===== config.mk =====
export PLATFORM = sky130hd
export DESIGN_NAME = fnsc_top
export DESIGN_NICKNAME = d
export VERILOG_FILES = /design/src/rtl/fnsc_lock_detect.v /design/src/rtl/fnsc_top.v
export VERILOG_INCLUDE_DIRS = /design/src /design/src/rtl
export SDC_FILE = /design/constraint.sdc
export NUM_CORES = 1
export LEC_CHECK = 0
export CAP_MARGIN = 20
export CORE_MARGIN = 8
export CORE_UTILIZATION = 40
export CTS_CLUSTER_DIAMETER = 50
export DETAILED_ROUTE_END_ITERATION = 8
export DONT_BUFFER_PORTS = 1
export PLACE_DENSITY = 0.58
export SLEW_MARGIN = 20
export SYNTH_ARGS = -nofsm -noshare
export SYNTH_HDL_FRONTEND = slang
export SYNTH_SLANG_ARGS = --single-unit

===== constraint.sdc =====
create_clock -name i_clk -period 9.2 [get_ports i_clk]
set_input_delay 0 -clock i_clk [delete_from_list [all_inputs] [get_ports i_clk]]
set_output_delay 0 -clock i_clk [all_outputs]
set_load 0.02 [all_outputs]

===== src/rtl/fnsc_defs.vh =====
`ifndef FNSC_DEFS_VH
`define FNSC_DEFS_VH
`define FNSC_A_ENABLE 15'h0103
`define FNSC_A_INT_L 15'h0200
`define FNSC_A_INT_H 15'h0201
`define FNSC_A_FRAC_L 15'h0202
`define FNSC_A_FRAC_M 15'h0203
`define FNSC_A_FRAC_H 15'h0204
`define FNSC_A_DEN_L 15'h0208
`define FNSC_A_DEN_M 15'h0209
`define FNSC_A_DEN_H 15'h020a
`define FNSC_A_RDIV_L 15'h020c
`define FNSC_A_RDIV_H 15'h020d
`define FNSC_A_REFCFG 15'h020e
`define FNSC_A_MUXSEL 15'h0213
`define FNSC_A_LOCK 15'h0214
`define FNSC_A_PUMP 15'h022e
`define FNSC_A_BLEED 15'h022f
`define FNSC_RST_ENABLE 8'h6f
`define FNSC_RST_INT_L 8'ha7
`define FNSC_RST_INT_H 8'h00
`define FNSC_RST_FRAC_L 8'h02
`define FNSC_RST_DEN_L 8'h04
`define FNSC_RST_RDIV_L 8'h01
`define FNSC_RST_PUMP 8'h03
`define FNSC_RST_LOCK 8'h00
`define FNSC_ENABLE_RSVD_MASK 8'h90
`define FNSC_INT_MIN 16'h004b
`define FNSC_LOCK_COUNT 8192
`define FNSC_FRAME_BITS 24
`define FNSC_POST_CLKS 5'd16
`define FNSC_MUX_LOW 8'h00
`define FNSC_MUX_HIGH 8'h01
`define FNSC_MUX_LOCK 8'h02
`define FNSC_MUX_RCLK 8'h03
`define FNSC_MUX_NCLK 8'h04
`endif


===== src/rtl/fnsc_lock_detect.v =====
/*
 Digital lock detector: counts consecutive in-window comparison cycles.
 Assumes i_cmp_tick and i_in_window are synchronous to i_clk.
*/
`timescale 1ns/1ns
module fnsc_lock_detect #(
	parameter CNT_W = 14,
	parameter LOCK_COUNT = 8192
) (
	input wire i_clk,
	input wire i_rst,
	input wire i_enable,
	input wire i_cmp_tick,
	input wire i_in_window,
	output reg o_locked
);
	reg [CNT_W-1:0] cnt_r;
	always @(posedge i_clk or posedge i_rst) begin
		if (i_rst) begin
			cnt_r <= {CNT_W{1'b0}};
			o_locked <= 1'b0;
		end else if (!i_enable) begin
			cnt_r <= {CNT_W{1'b0}};
			o_locked <= 1'b0;
		end else if (i_cmp_tick) begin
			if (!i_in_window) begin
				cnt_r <= {CNT_W{1'b0}};
				o_locked <= 1'b0;
			end else if (cnt_r == LOCK_COUNT[CNT_W-1:0] - 1'b1) begin
				o_locked <= 1'b1;
			end else begin
				cnt_r <= cnt_r + 1'b1;
			end
		end
	end
endmodule


===== src/rtl/fnsc_top.v =====
/*
 Serial control port and register file of the fractional-N synthesizer.
 Assumes SCLK, SDI and chip select are synchronous to i_clk and slower.
*/
// Functional notes
// - Feedback ratio integer plus fraction over denominator
// - Fraction numerator held as 24 bits
// - Denominator 24 bits, zero never legal
// - Zero fraction selects integer-only mode
// - Comparison clock from doubler, divider, halver
// - Oscillator from comparison times ratio, LO doubled
// - Pump current code four bits at 0x22e
// - Pump current code resets to three
// - Bleed code eight bits at 0x22f
// - Status pin shows signal chosen by select
// - Lock after programmed consecutive in-window cycles; count here is the LOCK_COUNT parameter, register 0x214 is only stored
// - Zero enables disable all; bits 4,7 zero
// - Frame: direction, 15 address, 8 data MSB-first
// - Write bits sampled on rising SCLK
// - Divider settings in 0x200 through 0x20a
// - Low integer write applies buffers, starts calibration
// - Read data shifted out on falling SCLK
// - Serial output released while chip select high
`timescale 1ns/1ns
`include "fnsc_defs.vh"
module fnsc_top #(
	parameter LOCK_COUNT = `FNSC_LOCK_COUNT,
	parameter LOCK_CNT_W = 14
) (
	input wire i_clk,
	input wire i_rst,
	input wire i_sclk,
	input wire i_sdi,
	input wire i_cs_n,
	input wire i_cmp_tick,
	input wire i_in_window,
	input wire i_ref_clk_div,
	input wire i_fb_clk_div,
	output reg o_sdo,
	output reg o_sdo_oe,
	output reg o_status_output_pin,
	output reg [15:0] o_int_value,
	output reg [23:0] o_frac_value,
	output reg [23:0] o_divider_denominator,
	output reg o_integer_mode,
	output reg [9:0] o_ref_div,
	output reg o_ref_double,
	output reg o_ref_half,
	output reg [3:0] o_pump_current_code,
	output reg [7:0] o_bleed_current_code,
	output reg [7:0] o_block_enable,
	output reg o_autocal_start
);
	// Serial port state
	reg sclk_d_r;
	reg [4:0] bit_cnt_r;
	reg [23:0] shift_r;
	reg [7:0] rd_shift_r;
	reg reading_r;
	reg [4:0] post_cnt_r;
	// Shadow registers; feedback divider and pump values act on the low integer write
	reg [7:0] enable_r;
	reg [7:0] int_l_r;
	reg [7:0] int_h_r;
	reg [7:0] frac_l_r;
	reg [7:0] frac_m_r;
	reg [7:0] frac_h_r;
	reg [7:0] den_l_r;
	reg [7:0] den_m_r;
	reg [7:0] den_h_r;
	reg [7:0] rdiv_l_r;
	reg [7:0] rdiv_h_r;
	reg [7:0] refcfg_r;
	reg [7:0] muxsel_r;
	reg [7:0] lock_r;
	reg [7:0] pump_r;
	reg [7:0] bleed_r;
	// Read-back word and status mux value
	reg [7:0] rd_data;
	reg status_nxt;
	// SCLK edges found by oversampling; each SCLK level must last at least one clock
	wire rise = i_sclk & ~sclk_d_r & ~i_cs_n;
	wire fall = ~i_sclk & sclk_d_r & ~i_cs_n;
	wire [23:0] frame = {shift_r[22:0], i_sdi};
	wire [14:0] addr = frame[22:8];
	// A write lands on the 24th rising edge
	wire last_bit = rise && bit_cnt_r == 5'd23;
	wire wr = last_bit && !frame[23];
	wire locked;

	function [7:0] sel;
		input [14:0] a;
		input [14:0] b;
		input [7:0] v;
		sel = (a == b) ? v : 8'h00;
	endfunction

	// The address is complete on the 16th rising edge, before it reaches shift_r
	always @* begin
		rd_data = sel(frame[14:0], `FNSC_A_ENABLE, enable_r)
			| sel(frame[14:0], `FNSC_A_INT_L, int_l_r)
			| sel(frame[14:0], `FNSC_A_INT_H, int_h_r)
			| sel(frame[14:0], `FNSC_A_FRAC_L, frac_l_r)
			| sel(frame[14:0], `FNSC_A_FRAC_M, frac_m_r)
			| sel(frame[14:0], `FNSC_A_FRAC_H, frac_h_r)
			| sel(frame[14:0], `FNSC_A_DEN_L, den_l_r)
			| sel(frame[14:0], `FNSC_A_DEN_M, den_m_r)
			| sel(frame[14:0], `FNSC_A_DEN_H, den_h_r)
			| sel(frame[14:0], `FNSC_A_RDIV_L, rdiv_l_r)
			| sel(frame[14:0], `FNSC_A_RDIV_H, rdiv_h_r)
			| sel(frame[14:0], `FNSC_A_REFCFG, refcfg_r)
			| sel(frame[14:0], `FNSC_A_MUXSEL, muxsel_r)
			| sel(frame[14:0], `FNSC_A_LOCK, lock_r)
			| sel(frame[14:0], `FNSC_A_PUMP, pump_r)
			| sel(frame[14:0], `FNSC_A_BLEED, bleed_r);
	end

	// Serial input shifter; a frame cut short just leaves the counter reset
	always @(posedge i_clk or posedge i_rst) begin
		if (i_rst) begin
			sclk_d_r <= 1'b0;
			bit_cnt_r <= 5'd0;
			shift_r <= 24'h000000;
		end else begin
			// Previous SCLK level for edge detection
			sclk_d_r <= i_sclk;
			if (i_cs_n) begin
				bit_cnt_r <= 5'd0;
			end else if (rise) begin
				shift_r <= frame;
				// Saturates so extra clocks cannot wrap into a second write
				if (bit_cnt_r != 5'd31)
					bit_cnt_r <= bit_cnt_r + 5'd1;
			end
		end
	end

	// Read path: data loaded after the address, shifted on falling SCLK
	always @(posedge i_clk or posedge i_rst) begin
		if (i_rst) begin
			rd_shift_r <= 8'h00;
			reading_r <= 1'b0;
			o_sdo <= 1'b0;
			o_sdo_oe <= 1'b0;
		end else if (i_cs_n) begin
			reading_r <= 1'b0;
			o_sdo_oe <= 1'b0;
		// Direction bit has reached frame[15] on the 16th rising edge
		end else if (rise && bit_cnt_r == 5'd15 && frame[15]) begin
			reading_r <= 1'b1;
			rd_shift_r <= rd_data;
			o_sdo_oe <= 1'b1;
		end else if (fall && reading_r) begin
			o_sdo <= rd_shift_r[7];
			rd_shift_r <= {rd_shift_r[6:0], 1'b0};
		end
	end

	// Register file; reserved enable bits are forced low
	always @(posedge i_clk or posedge i_rst) begin
		if (i_rst) begin
			enable_r <= `FNSC_RST_ENABLE;
			int_l_r <= `FNSC_RST_INT_L;
			int_h_r <= `FNSC_RST_INT_H;
			frac_l_r <= `FNSC_RST_FRAC_L;
			frac_m_r <= 8'h00;
			frac_h_r <= 8'h00;
			den_l_r <= `FNSC_RST_DEN_L;
			den_m_r <= 8'h00;
			den_h_r <= 8'h00;
			rdiv_l_r <= `FNSC_RST_RDIV_L;
			rdiv_h_r <= 8'h00;
			refcfg_r <= 8'h00;
			muxsel_r <= `FNSC_MUX_LOCK;
			lock_r <= `FNSC_RST_LOCK;
			pump_r <= `FNSC_RST_PUMP;
			bleed_r <= 8'h00;
		end else if (wr) begin
			case (addr)
			`FNSC_A_ENABLE: enable_r <= frame[7:0] & ~`FNSC_ENABLE_RSVD_MASK;
			// Feedback divider words wait here until the low integer byte applies them
			`FNSC_A_INT_L: int_l_r <= frame[7:0];
			`FNSC_A_INT_H: int_h_r <= frame[7:0];
			`FNSC_A_FRAC_L: frac_l_r <= frame[7:0];
			`FNSC_A_FRAC_M: frac_m_r <= frame[7:0];
			`FNSC_A_FRAC_H: frac_h_r <= frame[7:0];
			`FNSC_A_DEN_L: den_l_r <= frame[7:0];
			`FNSC_A_DEN_M: den_m_r <= frame[7:0];
			`FNSC_A_DEN_H: den_h_r <= frame[7:0];
			`FNSC_A_RDIV_L: rdiv_l_r <= frame[7:0];
			`FNSC_A_RDIV_H: rdiv_h_r <= {6'h00, frame[1:0]};
			`FNSC_A_REFCFG: refcfg_r <= {5'h00, frame[2:0]};
			`FNSC_A_MUXSEL: muxsel_r <= frame[7:0];
			`FNSC_A_LOCK: lock_r <= frame[7:0];
			`FNSC_A_PUMP: pump_r <= {4'h0, frame[3:0]};
			`FNSC_A_BLEED: bleed_r <= frame[7:0];
			// Unmapped addresses are ignored
			default: ;
			endcase
		end
	end

	// Floor applied to integer, denominator and reference divider
	function [23:0] at_least;
		input [23:0] v;
		input [23:0] lo;
		begin
			at_least = (v < lo) ? lo : v;
		end
	endfunction

	// Illegal low settings are raised so the loop never sees them
	wire [23:0] int_apply = at_least({8'h00, int_h_r, frame[7:0]}, {8'h00, `FNSC_INT_MIN});
	wire [23:0] den_apply = at_least({den_h_r, den_m_r, den_l_r}, 24'h000001);
	wire [23:0] rdiv_apply = at_least({14'h0, rdiv_h_r[1:0], rdiv_l_r}, 24'h000001);

	// Unbuffered settings follow their registers one clock later
	always @(posedge i_clk or posedge i_rst) begin
		if (i_rst) begin
			o_block_enable <= `FNSC_RST_ENABLE;
			o_bleed_current_code <= 8'h00;
			o_ref_double <= 1'b0;
			o_ref_half <= 1'b0;
			o_ref_div <= {2'b00, `FNSC_RST_RDIV_L};
		end else begin
			o_block_enable <= enable_r;
			o_bleed_current_code <= bleed_r;
			// Doubler is bit 2, halver bit 0 of the reference config
			o_ref_double <= refcfg_r[2];
			o_ref_half <= refcfg_r[0];
			o_ref_div <= rdiv_apply[9:0];
		end
	end

	// Double-buffered outputs update on low integer write
	always @(posedge i_clk or posedge i_rst) begin
		if (i_rst) begin
			o_int_value <= {`FNSC_RST_INT_H, `FNSC_RST_INT_L};
			o_frac_value <= {16'h0000, `FNSC_RST_FRAC_L};
			o_divider_denominator <= {16'h0000, `FNSC_RST_DEN_L};
			o_integer_mode <= 1'b0;
			o_pump_current_code <= 4'h3;
			o_autocal_start <= 1'b0;
			post_cnt_r <= 5'd0;
		end else begin
			o_autocal_start <= 1'b0;
			if (wr && addr == `FNSC_A_INT_L) begin
				o_int_value <= int_apply[15:0];
				o_frac_value <= {frac_h_r, frac_m_r, frac_l_r};
				// Integer-only mode when the applied fraction is zero
				o_integer_mode <= {frac_h_r, frac_m_r, frac_l_r} == 24'h000000;
				o_divider_denominator <= den_apply;
				o_pump_current_code <= pump_r[3:0];
				o_autocal_start <= 1'b1;
				// Trailing host clocks are counted only; nothing waits on them
				post_cnt_r <= `FNSC_POST_CLKS;
			end else if (rise && post_cnt_r != 5'd0) begin
				post_cnt_r <= post_cnt_r - 5'd1;
			end
		end
	end

	// Lock counting runs only while some block is enabled
	fnsc_lock_detect #(
		.CNT_W(LOCK_CNT_W),
		.LOCK_COUNT(LOCK_COUNT)
	) u_lock (
		.i_clk(i_clk),
		.i_rst(i_rst),
		.i_enable(enable_r != 8'h00),
		.i_cmp_tick(i_cmp_tick),
		.i_in_window(i_in_window),
		.o_locked(locked)
	);

	// Unknown select codes drive the pin low
	always @* begin
		case (muxsel_r)
		`FNSC_MUX_LOW: status_nxt = 1'b0;
		`FNSC_MUX_HIGH: status_nxt = 1'b1;
		`FNSC_MUX_LOCK: status_nxt = locked;
		`FNSC_MUX_RCLK: status_nxt = i_ref_clk_div;
		`FNSC_MUX_NCLK: status_nxt = i_fb_clk_div;
		default: status_nxt = 1'b0;
		endcase
	end

	// Registered so a select change cannot glitch the pin
	always @(posedge i_clk or posedge i_rst) begin
		if (i_rst)
			o_status_output_pin <= 1'b0;
		else
			o_status_output_pin <= status_nxt;
	end
endmodule


---- Word-level counts from Yosys, hierarchy flattened ----
Cells that the tools add are included.
cells by class
  add/subtract/negate cells ............... 2
  magnitude comparators ................... 3
  eq/ne operators ......................... 43
  muxes and demuxes ....................... 36
  bitwise logic cells ..................... 23
  reductions and logical operators ........ 35
operators with widths
  operator                                              count
  == test 15 x 10 -> 1 bit (second input constant)      30
  2-to-1 mux 8 bit                                      14
  bitwise OR 8 bit                                      11
  2-to-1 mux 14 bit                                     4
  AND reduction 2 bit                                   21
  == test 15 x 9 -> 1 bit (second input constant)       2
  zero test 24 bit                                      1
  < comparator 24 x 1 -> 1 bit (second input constant)  1
  2-to-1 mux 24 bit                                     1
  == test 8 x 2 -> 1 bit (second input constant)        2
  < comparator 16 x 7 -> 1 bit (second input constant)  1
  2-to-1 mux 16 bit                                     1
  2-to-1 mux 5 bit                                      3
  adder 14 x 1 -> 14 bit (second input constant)        1
  == test 14 x 13 -> 1 bit (second input constant)      1
  < comparator 10 x 1 -> 1 bit (second input constant)  1
  2-to-1 mux 10 bit                                     1
  == test 8 x 1 -> 1 bit (second input constant)        1
  == test 8 x 3 -> 1 bit (second input constant)        1
  bitwise OR 7 x 8 -> 8 bit                             1
  bitwise OR 8 x 2 -> 8 bit                             1
  bitwise OR 8 x 3 -> 8 bit                             1
  bitwise OR 8 x 4 -> 8 bit                             1
  nonzero test 2 bit                                    4
  other kinds (18)                                      36
word-level totals
  bits in registers ....................... 262
  output and inout bits ................... 101
  logic and storage cells ................. 178

---- Longest topological paths before layout ----
  word-level depth ........................ 18
  gate-level depth with buffers ........... 9

---- Cells and area by module ----
Synthesis repeated with hierarchy kept, for this count alone.
unflattened totals
  cell total of the unflattened synthesis .. 1041
  area total of the unflattened synthesis .. 11730.0 sq um
by module, submodules not included
  module            instances  cells each  area each (sq um)
  fnsc_top          1          940         10774.1
  fnsc_lock_detect  1          101         955.9

---- Least setup slack after synthesis ----
No wires, ideal clock.
  path kind ............................... reg-to-reg
  start ................................... register shift_r[14]
  end ..................................... register den_m_r[0]
  setup time .............................. 0.125 ns
  data arrival time ....................... 1.950 ns
  required time ........................... 9.075 ns
  path slack .............................. 7.125 ns
  cell stages (with the launch flop) ...... 9
  clock period less this slack ............ 2.075 ns
  cell sequence ........................... dfrtp_1 buf_6 or3_4 nor3b_2 and4_1 and3b_1 buf_4 nand2_4 mux2_4
between the ends
  cells in the longest elaborated chain, start to end .. 2
ends and longest elaborated chain
  item                                  line            RTL
  start: declaration                    fnsc_top.v:57   reg [23:0] shift_r;
  start signal: assignment              fnsc_top.v:130  shift_r <= frame;
  == test 15 x 10 -> 1 bit              fnsc_top.v:179  case (addr)
  AND reduction 2 bit (no source line)  --
  end signal: assignment                fnsc_top.v:188  `FNSC_A_DEN_M: den_m_r <= frame[7:0];
  end: declaration                      fnsc_top.v:69   reg [7:0] den_m_r;
No other way between the ends.
A chain may end at the register's enable or synchronous reset.

---- Worst setup path after layout ----
  start ................................... input port i_sdi
  end ..................................... register rd_shift_r[7]
between the ends
  cells in the longest elaborated chain, start to end .. 18
ends and longest elaborated chain
  item                           line            RTL
  start: declaration             fnsc_top.v:33   input wire i_sdi,
  == test 15 x 10 -> 1 bit       fnsc_top.v:95   sel = (a == b) ? v : 8'h00;
  2-to-1 mux 8 bit               fnsc_top.v:95
  bitwise OR 7 x 8 -> 8 bit      fnsc_top.v:100  rd_data = sel(frame[14:0], `FNSC_A_ENABLE, enable_r)
  bitwise OR 8 bit (8 in a row)  fnsc_top.v:100
  bitwise OR 8 x 2 -> 8 bit      fnsc_top.v:100
  bitwise OR 8 x 3 -> 8 bit      fnsc_top.v:100
  bitwise OR 8 bit (2 in a row)  fnsc_top.v:100
  bitwise OR 8 x 4 -> 8 bit      fnsc_top.v:100
  bitwise OR 8 bit *             fnsc_top.v:100
  2-to-1 mux 8 bit *             fnsc_top.v:149  end else if (rise && bit_cnt_r == 5'd15 && frame[15]) begin
  end signal: assignment         fnsc_top.v:151  rd_shift_r <= rd_data;
  end signal: assignment         fnsc_top.v:155  rd_shift_r <= {rd_shift_r[6:0], 1'b0};
  end: declaration               fnsc_top.v:58   reg [7:0] rd_shift_r;
Mark *: on every way between the ends. The rest lies on a longest branch, timed or not.

==> impl_metrics.env <==
export IMPL_status="finished, final reports clean"
export IMPL_met1_usage_pct=26.10
export IMPL_rsz0062_at_grt="no"
export IMPL_tightest_slew_ps=1011
export IMPL_hold_viol=0
export IMPL_tns_ps=0
export IMPL_powerDensity_mw_per_mm2=212.8
export IMPL_row_count=62
export IMPL_port_buffers=0
export IMPL_firstDrtPassIters=7
export IMPL_synth_most_common_cell="nand2_1"
export IMPL_clkSlewWorstSetupHoldPaths_ps=60
export IMPL_grt_pass1_wl_um=51540
export IMPL_synthDistinctLibCells=77
export IMPL_critPathKind="in2reg"
export IMPL_htreeDepth=2
export IMPL_io_pins=110
export IMPL_cp_arrival_ps=3250
export IMPL_critPathMaxStageDelay_ps=1140
export IMPL_area_growth_pct=13.08
export IMPL_grt_busiest_layer="met2"
export IMPL_yosysSeqAreaShare_pct=56.94
export IMPL_syn_mean_instance_area_um2=11.16
export IMPL_grt_pass1_vias=8349
export IMPL_finalClockSkew_ps=23.65
export IMPL_cp_start_kind="primary input"
export IMPL_dpl_hpwl_um=22180
export IMPL_syn_inst=1038
export IMPL_placed_area_mm2=0.01191
export IMPL_swShare_pct=27.62
export IMPL_p_sw_uw=770.0
export IMPL_die_x_um=186.2
export IMPL_hp_class="in2reg"
export IMPL_drt_iter0_markers=855
export IMPL_vias=8144
export IMPL_synth_common_cells="244 x nand2_1, 229 x dfrtp_1, 88 x mux2_2"
export IMPL_start_util_pct=40.48
export IMPL_dp_slack_ps=6492
export IMPL_power_frac_seq_pct=43.3
export IMPL_cts_hold_fix_buffers=10
export IMPL_antenna_found_initial=0
export IMPL_numCtsBuffers=34
export IMPL_wire_per_inst_um=22.92
export IMPL_postCtsSetupRepairBufs=0
export IMPL_gr_usage_met3_pct=4.526
export IMPL_grt_max_degree=109
export IMPL_crit_chain="dlygate4sd3_1 -> clkinv_1 -> nor2_1 -> a32oi_1 -> o211ai_1 -> a221oi_1 -> a22oi_1"
export IMPL_grt_use_met2_pct=29.64
export IMPL_tritoncts="yes"
export IMPL_hp_start="i_sdi"
export IMPL_post_route_period_util_pct=30.80
export IMPL_final_area_mm2=0.01310
export IMPL_yosysTopAreaCellShare_pct=49.45
export IMPL_drv_slew=0
export IMPL_drc=0
export IMPL_worstPathMaxFanout=18
export IMPL_period_minus_slack_ps=2834
export IMPL_synth_seq_cells=262
export IMPL_cp_startpoint="i_sdi"
export IMPL_synth_top_flop_cell="dfrtp_1"
export IMPL_detail_route_antenna_nets=0
export IMPL_synth_edf_count=0
export IMPL_max_slew_margin_pct=32.60
export IMPL_r2r_start="shift_r[5]$_DFFE_PP0P_"
export IMPL_clockBufferDepth=3
export IMPL_cts_resized=0
export IMPL_core_area_mm2=0.02863
export IMPL_slowest_stage="dlygate4sd3_1"
export IMPL_drv_cap=0
export IMPL_critPathCaptureType="flip-flop"
export IMPL_timing_final_ws_setup_ps=6366
export IMPL_nets=1048
export IMPL_dieArea_mm2=0.03467
export IMPL_cellLeakagePower_nw=6.255
export IMPL_die_h_um=186.2
export IMPL_power_internal_mw=2.018
export IMPL_insertedDiodeCount=0
export IMPL_synthesis_area_mm2=0.01159
export IMPL_yosys_area_top_type="dfrtp_1"
export IMPL_yosys_warnings=0
export IMPL_clkSinkCount=262
export IMPL_viasPerCell=5.640
export IMPL_drive_gt1_share_pct=22.17
export IMPL_routed_wl_um=33100
export IMPL_clockRootBuffer="clkbuf_16"
export IMPL_fmax_mhz=352.9
export IMPL_synthTopCellsByArea="dfrtp_1 49%, mux2_2 8.6%, nand2_1 7.9%"
export IMPL_grt_total_usage_pct=19.32
export IMPL_required_ps=9610
export IMPL_vdd_drop_max_mv=0.09647
export IMPL_p_clk_share_pct=46.0
export IMPL_insertion_delay_ps=510
export IMPL_globalplace_congestion=0.9557
export IMPL_setup_viol=0
export IMPL_grt_overflow_total=0
export IMPL_combPwrFrac_pct=10.8
export IMPL_async_reset_ff_share_pct=100.0
[final cells by class]
cell class / instances / area [µm²]
Clock inverter: 16 / 161.4
Timing Repair Buffer: 23 / 201.4
Inverter: 11 / 48.80
Sequential cell: 262 / 6598
Fill cell: 2678 / 15520
Clock buffer: 45 / 923.4
Multi-Input combinational cell: 703 / 4690
Tap cell: 384 / 480.5
[per-stage QoR]
step	total power [mW]	cells	util [%]	hold slack, ps
finish	2.788	1444	45.77	48.17
global route	2.890	1444	45.77	60.63
CTS	2.812	1444	45.76	17.74
detailed placement	1.514	1373	41.62	32.67
global placement	1.510	1373	41.62	32.31
floorplan	1.405	1039	-	31.43
[cells in the final DEF, fill, tap and decap left out, types with 7 or more instances in the layout]
cell	n
nand2_1	244
dfrtp_1	229
mux2_2	88
nor2_1	45
clkbuf_16	35
dfstp_2	33
mux2_4	24
nand3_1	23
o21ai_0	22
a21oi_1	22
nor4_1	17
nor2b_1	14
and3_1	13
nand4_1	13
nor3_1	12
a22oi_1	12
buf_4	12
xor2_1	10
dlygate4sd3_1	10
inv_1	9
a31oi_1	9
a32oi_1	9
clkbuf_1	9
a22o_1	8
mux2i_1	7
a32o_1	7
[worst max-delay path: cells and delay by family]
kind	cells	cell delay (ps)
simple gates	1	440
compound gates	4	860
buf+inv	2	1920
[cell families after synthesis]
kind of cell               share of synthesized area [%]
other                                            0.03236
adders and majority gates                         0.4319
xor gates and xnor gates                           1.058
muxes                                              13.04
and+or+nand+nor                                    18.19
AOI/OAI and AO/OA                                  7.570
buffers and inverters                              2.732
DFF                                                56.94
[routing by layer]
| metal | vias to the layer above | wire [µm] | part of all wire [%] |
|---|---|---|---|
| met3 | 95 | 2828 | 8.5 |
| li1 | 3644 | - | - |
| met5 | - | 0 | 0 |
| met1 | 4065 | 14060 | 42 |
| met2 | 340 | 14930 | 45 |
| met4 | 0 | 1270 | 3.8 |
[flip-flops by register name, indices dropped and copies added, names as in the netlist, 10 cells and up]
name                   cells
u_lock.cnt_r              14
o_frac_value              24
o_ref_div                 10
o_divider_denominator     24
shift_r                   23
o_int_value               16
[power by group through the flow]
stage	clock, mW	sequential (mW)	combinational (mW)
finish	1.28	1.21	0.300
floorplan	0	1.21	0.197
global placement	0	1.22	0.286
global route	1.37	1.21	0.317
CTS	1.31	1.20	0.295
detailed placement	0	1.22	0.289
[path summary, 6_finish.rpt]
kind,slack (ps),endpoint,cells after the start
max in group asynchronous,7510,rdiv_h_r[0]$_DFFE_PP0P_,3
min reg2reg,400,o_block_enable[1]$_DFF_PP1_,0
max reg2reg,6370,rd_shift_r[5]$_DFFE_PP0P_,7
max,6370,rd_shift_r[7]$_DFFE_PP0P_,7
min,50,rd_shift_r[0]$_DFFE_PP0P_,5
min in group asynchronous,150,o_divider_denominator[13]$_DFFE_PP0P_,2
Power figures use the tool's default switching activity.
